===== config.mk =====
export PLATFORM = sky130hd
export DESIGN_NAME = instruction_dispatch_decode
export DESIGN_NICKNAME = d
export VERILOG_FILES = /design/src/pkg/dispatch_decode_pkg.sv /design/src/hdl/instruction_dispatch_decode.sv /design/src/hdl/lookup_table.sv
export SDC_FILE = /design/constraint.sdc
export NUM_CORES = 1
export LEC_CHECK = 0
export BUFFER_PORTS_ARGS = -buffer_cell sky130_fd_sc_hd__clkbuf_2
export CORE_ASPECT_RATIO = 1.2
export CORE_MARGIN = 2
export CORE_UTILIZATION = 40
export CTS_CLUSTER_DIAMETER = 120
export DETAILED_ROUTE_END_ITERATION = 7
export GPL_TIMING_DRIVEN = 0
export PLACE_DENSITY = 0.74
export RECOVER_POWER = 50
export SYNTH_ARGS = -nofsm -noshare
export SYNTH_HDL_FRONTEND = slang
export SYNTH_HIERARCHICAL = 1
export SYNTH_SLANG_ARGS = --single-unit

===== constraint.sdc =====
create_clock -name i_sys_clk -period 1.6 [get_ports i_sys_clk]
set_input_delay 0.08 -clock i_sys_clk [delete_from_list [all_inputs] [get_ports i_sys_clk]]
set_output_delay 0.08 -clock i_sys_clk [all_outputs]
set_load 0.02 [all_outputs]

===== src/pkg/dispatch_decode_pkg.sv =====
// Shared constants for the instruction dispatch and decode block.
package dispatch_decode_pkg;

  ////////////////////////////////////////////////////////////////////////////
  // Widths.
  localparam int BYTE_W = 8;
  localparam int WORD_W = 18;
  localparam int FUNC_W = 3;
  localparam int JUMP_HI_W = 6;
  localparam int SIZE_W = 2;
  localparam int CLASS_W = 2;
  localparam int FLAGS_W = 4;

  ////////////////////////////////////////////////////////////////////////////
  // Table geometry.
  localparam int OPCODE_TABLE_ADDR_W = 10;
  localparam int SPEC_TABLE_ADDR_W = 9;
  localparam int SPEC_WORD_SEL_W = 6;
  localparam int CLASS_TABLE_ADDR_W = 9;
  localparam int CLASS_TABLE_DATA_W = SIZE_W + CLASS_W;
  // Position of the fields inside one class table word.
  localparam int CLASS_SIZE_LSB = 0;
  localparam int CLASS_FLAG_LSB = 2;

  ////////////////////////////////////////////////////////////////////////////
  // Field positions in the control store word.
  localparam int CSW_DISPATCH_SELECT = 4;
  localparam int CSW_LOAD_REGDEST = 5;
  localparam int CSW_BYTE_REQUEST = 8;
  localparam int CSW_FUNC_LSB = 9;
  localparam int CSW_JUMP_HI_LSB = 12;

  // Positions of the processor status flags on their port.
  localparam int FLAG_C = 0;
  localparam int FLAG_V = 1;
  localparam int FLAG_Z = 2;
  localparam int FLAG_N = 3;

  ////////////////////////////////////////////////////////////////////////////
  // Encodings.
  localparam logic [FUNC_W-1:0] FUNC_LEGACY_CLASS = 3'h1;
  localparam logic [FUNC_W-1:0] FUNC_NATIVE_CLASS = 3'h3;
  localparam logic [BYTE_W-1:0] INTERRUPT_VECTOR = 8'hFF;

  localparam logic [SIZE_W-1:0] SIZE_BYTE = 2'h0;
  localparam logic [SIZE_W-1:0] SIZE_WORD = 2'h1;
  localparam logic [SIZE_W-1:0] SIZE_UNUSED = 2'h2;
  localparam logic [SIZE_W-1:0] SIZE_LONG = 2'h3;

  localparam logic [CLASS_W-1:0] FLAGS_ADD = 2'h0;
  localparam logic [CLASS_W-1:0] FLAGS_SUB = 2'h1;
  localparam logic [CLASS_W-1:0] FLAGS_CMP = 2'h2;
  localparam logic [CLASS_W-1:0] FLAGS_LOGIC = 2'h3;

  // Native register mode is address mode five in bits 7:4 of the byte.
  localparam logic [1:0] NATIVE_MODE_HI = 2'h1;
  localparam logic [1:0] NATIVE_MODE_LO = 2'h1;
  // Legacy destination register mode is zero in bits 5:3 of the byte.
  localparam logic [1:0] LEGACY_MODE_HI = 2'h0;
  localparam logic LEGACY_MODE_LO = 1'b0;

  ////////////////////////////////////////////////////////////////////////////
  // Values after reset.
  localparam logic [BYTE_W-1:0] RESET_OPCODE = 8'h00;
  localparam logic [BYTE_W-1:0] RESET_NEXT_ADDR = 8'h00;
  localparam logic [JUMP_HI_W-1:0] RESET_JUMP_HI = 6'h00;
  localparam logic [SIZE_W-1:0] RESET_SIZE = 2'h0;
  localparam logic [CLASS_W-1:0] RESET_CLASS = 2'h0;

endpackage


===== src/hdl/instruction_dispatch_decode.sv =====
// Opcode latch, dispatch tables, class lookup, branch test and register destination flag.
`timescale 1ns/1ps

module instruction_dispatch_decode #(
  parameter logic [(2**dispatch_decode_pkg::OPCODE_TABLE_ADDR_W)*dispatch_decode_pkg::BYTE_W-1:0]
    OPCODE_TABLE = '0,
  parameter logic [(2**dispatch_decode_pkg::SPEC_TABLE_ADDR_W)*dispatch_decode_pkg::BYTE_W-1:0]
    SPEC_TABLE = '0,
  parameter logic [(2**dispatch_decode_pkg::CLASS_TABLE_ADDR_W)*dispatch_decode_pkg::CLASS_TABLE_DATA_W-1:0]
    CLASS_TABLE = '0
) (
  input wire logic i_sys_clk,
  input wire logic i_srst,
  input wire logic i_decode,
  input wire logic [dispatch_decode_pkg::WORD_W-1:0] i_control_store_word,
  input wire logic i_dispatch_jump_enable,
  input wire logic i_legacy_mode,
  input wire logic [dispatch_decode_pkg::BYTE_W-1:0] i_prefetch_byte,
  input wire logic i_interrupt_above_priority,
  input wire logic i_interrupt_dispatch_inhibit,
  input wire logic [dispatch_decode_pkg::FLAGS_W-1:0] i_processor_status_flags,
  output logic o_prefetch_unload_active,
  output logic o_latch_drives_bus,
  output logic [dispatch_decode_pkg::BYTE_W-1:0] o_opcode_latch,
  output logic o_next_address_valid,
  output logic [dispatch_decode_pkg::BYTE_W-1:0] o_next_address_low_bus,
  output logic [dispatch_decode_pkg::JUMP_HI_W-1:0] o_next_address_high,
  output logic [dispatch_decode_pkg::SIZE_W-1:0] o_operand_size_code,
  output logic [dispatch_decode_pkg::CLASS_W-1:0] o_flag_class_code,
  output logic o_condition_sample,
  output logic o_opcode_lsb_save,
  output logic o_branch_not_taken,
  output logic o_register_destination_flag
);
  import dispatch_decode_pkg::*;

  ////////////////////////////////////////////////////////////////////////////
  // Control store fields of the current decode.
  logic dispatch_select_bit;
  logic load_regdest_bit;
  logic byte_request_bit;
  logic [FUNC_W-1:0] decode_function_field;
  logic [JUMP_HI_W-1:0] jump_hi_field;

  assign dispatch_select_bit = i_control_store_word[CSW_DISPATCH_SELECT];
  assign load_regdest_bit = i_control_store_word[CSW_LOAD_REGDEST];
  assign byte_request_bit = i_control_store_word[CSW_BYTE_REQUEST];
  assign decode_function_field = i_control_store_word[CSW_FUNC_LSB +: FUNC_W];
  assign jump_hi_field = i_control_store_word[CSW_JUMP_HI_LSB +: JUMP_HI_W];

  ////////////////////////////////////////////////////////////////////////////
  // Instruction byte bus.
  logic prefetch_unload_active;
  logic [BYTE_W-1:0] instruction_byte_bus;
  logic [BYTE_W-1:0] opcode_latch;

  // Legacy mode takes a byte on every decode, whatever the request bit says.
  assign prefetch_unload_active = i_decode & (byte_request_bit | i_legacy_mode);
  // The latch owns the bus whenever no byte is being taken from the buffer.
  assign instruction_byte_bus = prefetch_unload_active ? i_prefetch_byte : opcode_latch;

  logic class_decode;
  assign class_decode = prefetch_unload_active & dispatch_select_bit &
    ((decode_function_field == FUNC_LEGACY_CLASS) | (decode_function_field == FUNC_NATIVE_CLASS));

  always_ff @(posedge i_sys_clk) begin
    if (i_srst) begin
      opcode_latch <= RESET_OPCODE;
    end else if (class_decode) begin
      opcode_latch <= instruction_byte_bus;
    end
  end

  always_ff @(posedge i_sys_clk) begin
    if (i_srst) begin
      o_prefetch_unload_active <= 1'b0;
      o_latch_drives_bus <= 1'b1;
    end else begin
      o_prefetch_unload_active <= prefetch_unload_active;
      o_latch_drives_bus <= ~prefetch_unload_active;
    end
  end

  assign o_opcode_latch = opcode_latch;

  ////////////////////////////////////////////////////////////////////////////
  // Interrupt dispatch override.
  // The inhibit only counts when it was raised in the cycle right before the
  // decode, so it is remembered for exactly one cycle.
  logic inhibit_armed;

  always_ff @(posedge i_sys_clk) begin
    if (i_srst) begin
      inhibit_armed <= 1'b0;
    end else begin
      inhibit_armed <= i_interrupt_dispatch_inhibit;
    end
  end

  logic force_interrupt;
  assign force_interrupt = (decode_function_field == FUNC_NATIVE_CLASS) &
    i_interrupt_above_priority & ~inhibit_armed;

  ////////////////////////////////////////////////////////////////////////////
  // Table addressing.
  logic [OPCODE_TABLE_ADDR_W-1:0] opcode_addr;
  logic [SPEC_TABLE_ADDR_W-1:0] spec_addr;
  logic [CLASS_TABLE_ADDR_W-1:0] class_addr;
  logic [BYTE_W-1:0] opcode_data;
  logic [BYTE_W-1:0] spec_data;
  logic [CLASS_TABLE_DATA_W-1:0] class_data;

  assign opcode_addr = {decode_function_field[1:0], instruction_byte_bus};
  assign spec_addr = {decode_function_field, instruction_byte_bus[SPEC_WORD_SEL_W-1:0]};
  assign class_addr = {i_legacy_mode, instruction_byte_bus};

  // Registered table reads cost one cycle but keep the table outputs clean
  // for the next address mux.
  lookup_table #(
    .ADDR_W(OPCODE_TABLE_ADDR_W),
    .DATA_W(BYTE_W),
    .CONTENTS(OPCODE_TABLE)
  ) u_opcode_table (
    .i_sys_clk(i_sys_clk),
    .i_rd_en(i_decode),
    .i_addr(opcode_addr),
    .o_data(opcode_data)
  );

  lookup_table #(
    .ADDR_W(SPEC_TABLE_ADDR_W),
    .DATA_W(BYTE_W),
    .CONTENTS(SPEC_TABLE)
  ) u_specifier_table (
    .i_sys_clk(i_sys_clk),
    .i_rd_en(i_decode),
    .i_addr(spec_addr),
    .o_data(spec_data)
  );

  lookup_table #(
    .ADDR_W(CLASS_TABLE_ADDR_W),
    .DATA_W(CLASS_TABLE_DATA_W),
    .CONTENTS(CLASS_TABLE)
  ) u_class_table (
    .i_sys_clk(i_sys_clk),
    .i_rd_en(i_decode),
    .i_addr(class_addr),
    .o_data(class_data)
  );

  ////////////////////////////////////////////////////////////////////////////
  // Second stage: what travels with the table read.
  logic s1_jump;
  logic s1_use_opcode_table;
  logic s1_force_interrupt;
  logic s1_class_decode;
  logic [JUMP_HI_W-1:0] s1_jump_hi;
  logic [FLAGS_W-1:0] s1_flags;
  logic s1_opcode_lsb;

  always_ff @(posedge i_sys_clk) begin
    if (i_srst) begin
      s1_jump <= 1'b0;
      s1_use_opcode_table <= 1'b0;
      s1_force_interrupt <= 1'b0;
      s1_class_decode <= 1'b0;
      s1_jump_hi <= RESET_JUMP_HI;
      s1_flags <= '0;
      s1_opcode_lsb <= 1'b0;
    end else begin
      s1_jump <= i_decode & i_dispatch_jump_enable;
      // The override clears the opcode table select even when the word asked
      // for it; the interrupt vector then wins over both table paths.
      s1_use_opcode_table <= dispatch_select_bit & ~force_interrupt;
      s1_force_interrupt <= force_interrupt;
      s1_class_decode <= class_decode;
      s1_jump_hi <= jump_hi_field;
      // Flags are taken as they stand during the class decode itself.
      s1_flags <= i_processor_status_flags;
      s1_opcode_lsb <= instruction_byte_bus[0];
    end
  end

  ////////////////////////////////////////////////////////////////////////////
  // Next microaddress.
  always_ff @(posedge i_sys_clk) begin
    if (i_srst) begin
      o_next_address_valid <= 1'b0;
      o_next_address_low_bus <= RESET_NEXT_ADDR;
      o_next_address_high <= RESET_JUMP_HI;
    end else begin
      o_next_address_valid <= s1_jump;
      if (s1_jump) begin
        o_next_address_high <= s1_jump_hi;
        if (s1_force_interrupt) begin
          o_next_address_low_bus <= INTERRUPT_VECTOR;
        end else if (s1_use_opcode_table) begin
          o_next_address_low_bus <= opcode_data;
        end else begin
          o_next_address_low_bus <= spec_data;
        end
      end
    end
  end

  ////////////////////////////////////////////////////////////////////////////
  // Size, flag class and branch test.
  logic [SIZE_W-1:0] table_size;
  logic [CLASS_W-1:0] table_class;
  logic branch_condition;

  assign table_size = class_data[CLASS_SIZE_LSB +: SIZE_W];
  assign table_class = class_data[CLASS_FLAG_LSB +: CLASS_W];

  // Size bit 0 with the class code names the flag combination to test.
  always_comb begin
    branch_condition = 1'b0;
    case ({table_size[0], table_class})
      3'h0: branch_condition = s1_flags[FLAG_Z];
      3'h1: branch_condition = s1_flags[FLAG_C] | s1_flags[FLAG_Z];
      3'h2: branch_condition = s1_flags[FLAG_V];
      3'h3: branch_condition = s1_flags[FLAG_C];
      3'h4: branch_condition = s1_flags[FLAG_N] | s1_flags[FLAG_Z];
      3'h5: branch_condition = (s1_flags[FLAG_N] ^ s1_flags[FLAG_V]) | s1_flags[FLAG_Z];
      3'h6: branch_condition = s1_flags[FLAG_N];
      3'h7: branch_condition = s1_flags[FLAG_N] ^ s1_flags[FLAG_V];
      default: branch_condition = 1'b0;
    endcase
  end

  // The size code is passed through as read; code SIZE_UNUSED is not filtered.
  always_ff @(posedge i_sys_clk) begin
    if (i_srst) begin
      o_operand_size_code <= RESET_SIZE;
      o_flag_class_code <= RESET_CLASS;
    end else if (s1_class_decode) begin
      o_operand_size_code <= table_size;
      o_flag_class_code <= table_class;
    end
  end

  always_ff @(posedge i_sys_clk) begin
    if (i_srst) begin
      o_condition_sample <= 1'b0;
      o_opcode_lsb_save <= 1'b0;
      o_branch_not_taken <= 1'b0;
    end else if (s1_class_decode) begin
      o_condition_sample <= branch_condition;
      o_opcode_lsb_save <= s1_opcode_lsb;
      // The flag drops when the condition state matches opcode bit 0.
      o_branch_not_taken <= branch_condition ^ s1_opcode_lsb;
    end
  end

  ////////////////////////////////////////////////////////////////////////////
  // Register destination detection.
  logic specifier_gate_select;
  logic mode_detect_a;
  logic mode_detect_b;

  assign specifier_gate_select = i_legacy_mode;

  always_comb begin
    if (specifier_gate_select) begin
      mode_detect_a = instruction_byte_bus[5:4] == LEGACY_MODE_HI;
      mode_detect_b = instruction_byte_bus[3] == LEGACY_MODE_LO;
    end else begin
      mode_detect_a = instruction_byte_bus[7:6] == NATIVE_MODE_HI;
      mode_detect_b = instruction_byte_bus[5:4] == NATIVE_MODE_LO;
    end
  end

  always_ff @(posedge i_sys_clk) begin
    if (i_srst) begin
      o_register_destination_flag <= 1'b0;
    end else if (i_decode) begin
      o_register_destination_flag <= load_regdest_bit & mode_detect_a & mode_detect_b;
    end
  end

endmodule


===== src/hdl/lookup_table.sv =====
// Constant lookup table with a registered read port.
`timescale 1ns/1ps

module lookup_table #(
  parameter int ADDR_W = 8,
  parameter int DATA_W = 8,
  parameter logic [(2**ADDR_W)*DATA_W-1:0] CONTENTS = '0
) (
  input wire logic i_sys_clk,
  input wire logic i_rd_en,
  input wire logic [ADDR_W-1:0] i_addr,
  output logic [DATA_W-1:0] o_data
);

  // Word n sits at bits n*DATA_W upward of the flat contents vector.
  always_ff @(posedge i_sys_clk) begin
    if (i_rd_en) begin
      o_data <= CONTENTS[i_addr*DATA_W +: DATA_W];
    end
  end

endmodule


==> run_results.csv <==
group,metric,value,unit
floorplan,coreArea,0.00483,mm²
worst_hold_path,min_path_type,"in2reg",
critical_path,startpoint_type,"register",
clocking,root_buffer,"clkbuf_8",
yosys,yosysWarningCount,6,
clocking,clk_path_buf_depth,2,
pwr,irDropWorstVdd,0.474,mV
pwr,p_leak,1.11,nW
global_route,grt_pass1_wl,6.18,mm
detailed_routing,firstDrtPassIters,4,
place,globalplace.congestion,0.739,
place,placed_area,0.00243,mm²
clocking,htree_levels,2,
place,dp_hpwl,2.83,mm
clocking,path_clk_slew,0.08,ns
critical_path,crit_path_max_fanout,10,
timing,fin_worst_skew,0.00485,ns
finish,areaGrowthSynthToFinish,27.6,%
detailed_routing,routedWlPerCell,11.1,µm
run,cap_violations,0,
critical_path,worstPathArrival,1.55,ns
worst_hold_path,min-delay-start,"i_control_store_word[14]",
detailed_routing,ant_nets,0,
critical_path,cp-startpoint,"s1_jump",
detailed_routing,drc,0,
critical_path,worstReg2RegStart,"s1_jump",
global_route,grt_usage,0.150,
clocking,cts_setup_buffers,0,
floorplan,dieHeight,81.0,µm
timing,rsz0062_at_grt,"false",
timing,max_freq,0.726,GHz
status,status,"finished, final reports clean",
timing,drv_slew,0,
timing,hold_violations,0,
global_route,grt-ovfl-total,0,
finish,antenna_cells,0,
clocking,cts_inserted_buffers,5,
clocking,clock-sinks,49,
critical_path,crit_required,1.77,ns
detailed_routing,routed-via-count,1596,
global_route,grt_pass1_vias,1442,
floorplan,die_x,68.2,µm
finish,final_area,0.00252,mm²
finish,nNetsFinal,332,
detailed_routing,drt_iter0_markers,45,
clocking,clock_latency,0.28,ns
yosys,netlist_instances,203,
timing,worst_slack,0.222,ns
floorplan,io_pins,70,
place,dp_slack,0.0773,ns
finish,final_util,0.521,
floorplan,row_count,28,
global_route,grt_max_degree,14,
yosys,syn_avg_cell_area,9.73,µm²
critical_path,crit_type,"reg2reg",
timing,min_period_over_period,0.861,
detailed_routing,routed_wl,3.93,mm
timing,final-setup-viol-count,0,
global_route,antenna_found_initial,0,
pwr,p_per_area,886,mW/mm²
timing,setup-tns-final,0,ns
detailed_routing,viasPerCell,4.51,
timing,min_period,1.38,ns
yosys,syn_area,0.00198,mm²
timing,hold_slack,0.00346,ns
floorplan,start_util,0.409,
clocking,cts_tree,"built",
critical_path,crit_path_end_kind,"register",
place,port_buffers,63,
finish,drive_gt1_frac,0.269,
floorplan,die-area,0.00552,mm²
-- power by group --
part / switching (mW) / leakage [nW] / internal [mW]
Combinational: 0.154 / 0.666 / 0.149
Clock: 0.359 / 0.0399 / 0.288
Sequential: 0.0194 / 0.401 / 1.26
-- metal layers --
metal  global-route usage  vias up  wire, µm
li1                     -      823         -
met1                0.175      721      1680
met2                0.260       45      1980
met3               0.0332        7       204
met4               0.0600        0        60
met5                    0        -         0
-- per-stage QoR --
step	power [mW]	instances
after floorplan	1.51	220
after global placement	1.60	343
after detailed placement	1.61	343
after CTS	2.26	354
after global routing	2.34	354
final	2.23	354
-- sequential cells by signal (all words and copies together), names as in the netlist --
signal and count:
s1_force_interrupt 1, o_operand_size_code 2, o_branch_not_taken 1, inhibit_armed 1, s1_jump 1, s1_flags 4, s1_opcode_lsb 1, s1_jump_hi 6
o_register_destination_flag 1, o_next_address_high 6, o_opcode_latch 8, s1_class_decode 1, o_next_address_low_bus 8, s1_use_opcode_table 1, o_prefetch_unload_active 1, o_flag_class_code 2
o_latch_drives_bus 1, o_condition_sample 1, o_next_address_valid 1, o_opcode_lsb_save 1
-- cells in the final DEF (no fill, tap or decap), types with 8 or more instances in the layout --
cell      count
buf_4        21
clkbuf_1     32
clkbuf_2     37
conb_1       20
dfxtp_1      49
mux2_2        9
mux2i_1      14
nor2_1       32
nor2b_1      14
nor3_1        8
o22ai_1       9
-- what timing repair did --
action / in CTS / in global routing
resized for setup: 0 / 2
hold endpoints to repair: 5 / 0
setup endpoints to repair: 0 / 1
hold buffers: 5 / 0
-- final timing paths --
kind                                                to  slack (ns)  cells past startpoint
worst max-delay path            o_next_address_high[4]        0.22                      4
worst min-delay path                     s1_jump_hi[2]       0.003                      2
worst max register to register  o_next_address_high[4]        0.22                      4
worst min register to register  o_next_address_high[0]        0.47                      2
-- worst max-delay path, cell delays in order (launching register included) --
cell      delay, ns
dfxtp_1        0.32
clkbuf_1       0.37
clkbuf_2       0.32
mux2i_1        0.21
nor2_1         0.05
-- final cells by class --
type                    instances  area [µm²]
fillers                       477        2310
flip-flops and latches         49         981
multi-input cells             136         846
repair buffers                 68         332
plain buffers                  32         203
well taps                      60        75.1
clock buffers                   5        68.8
inverters                       3        11.3
clock inverters                 1        5.00
(Power assumes the default switching activity.)
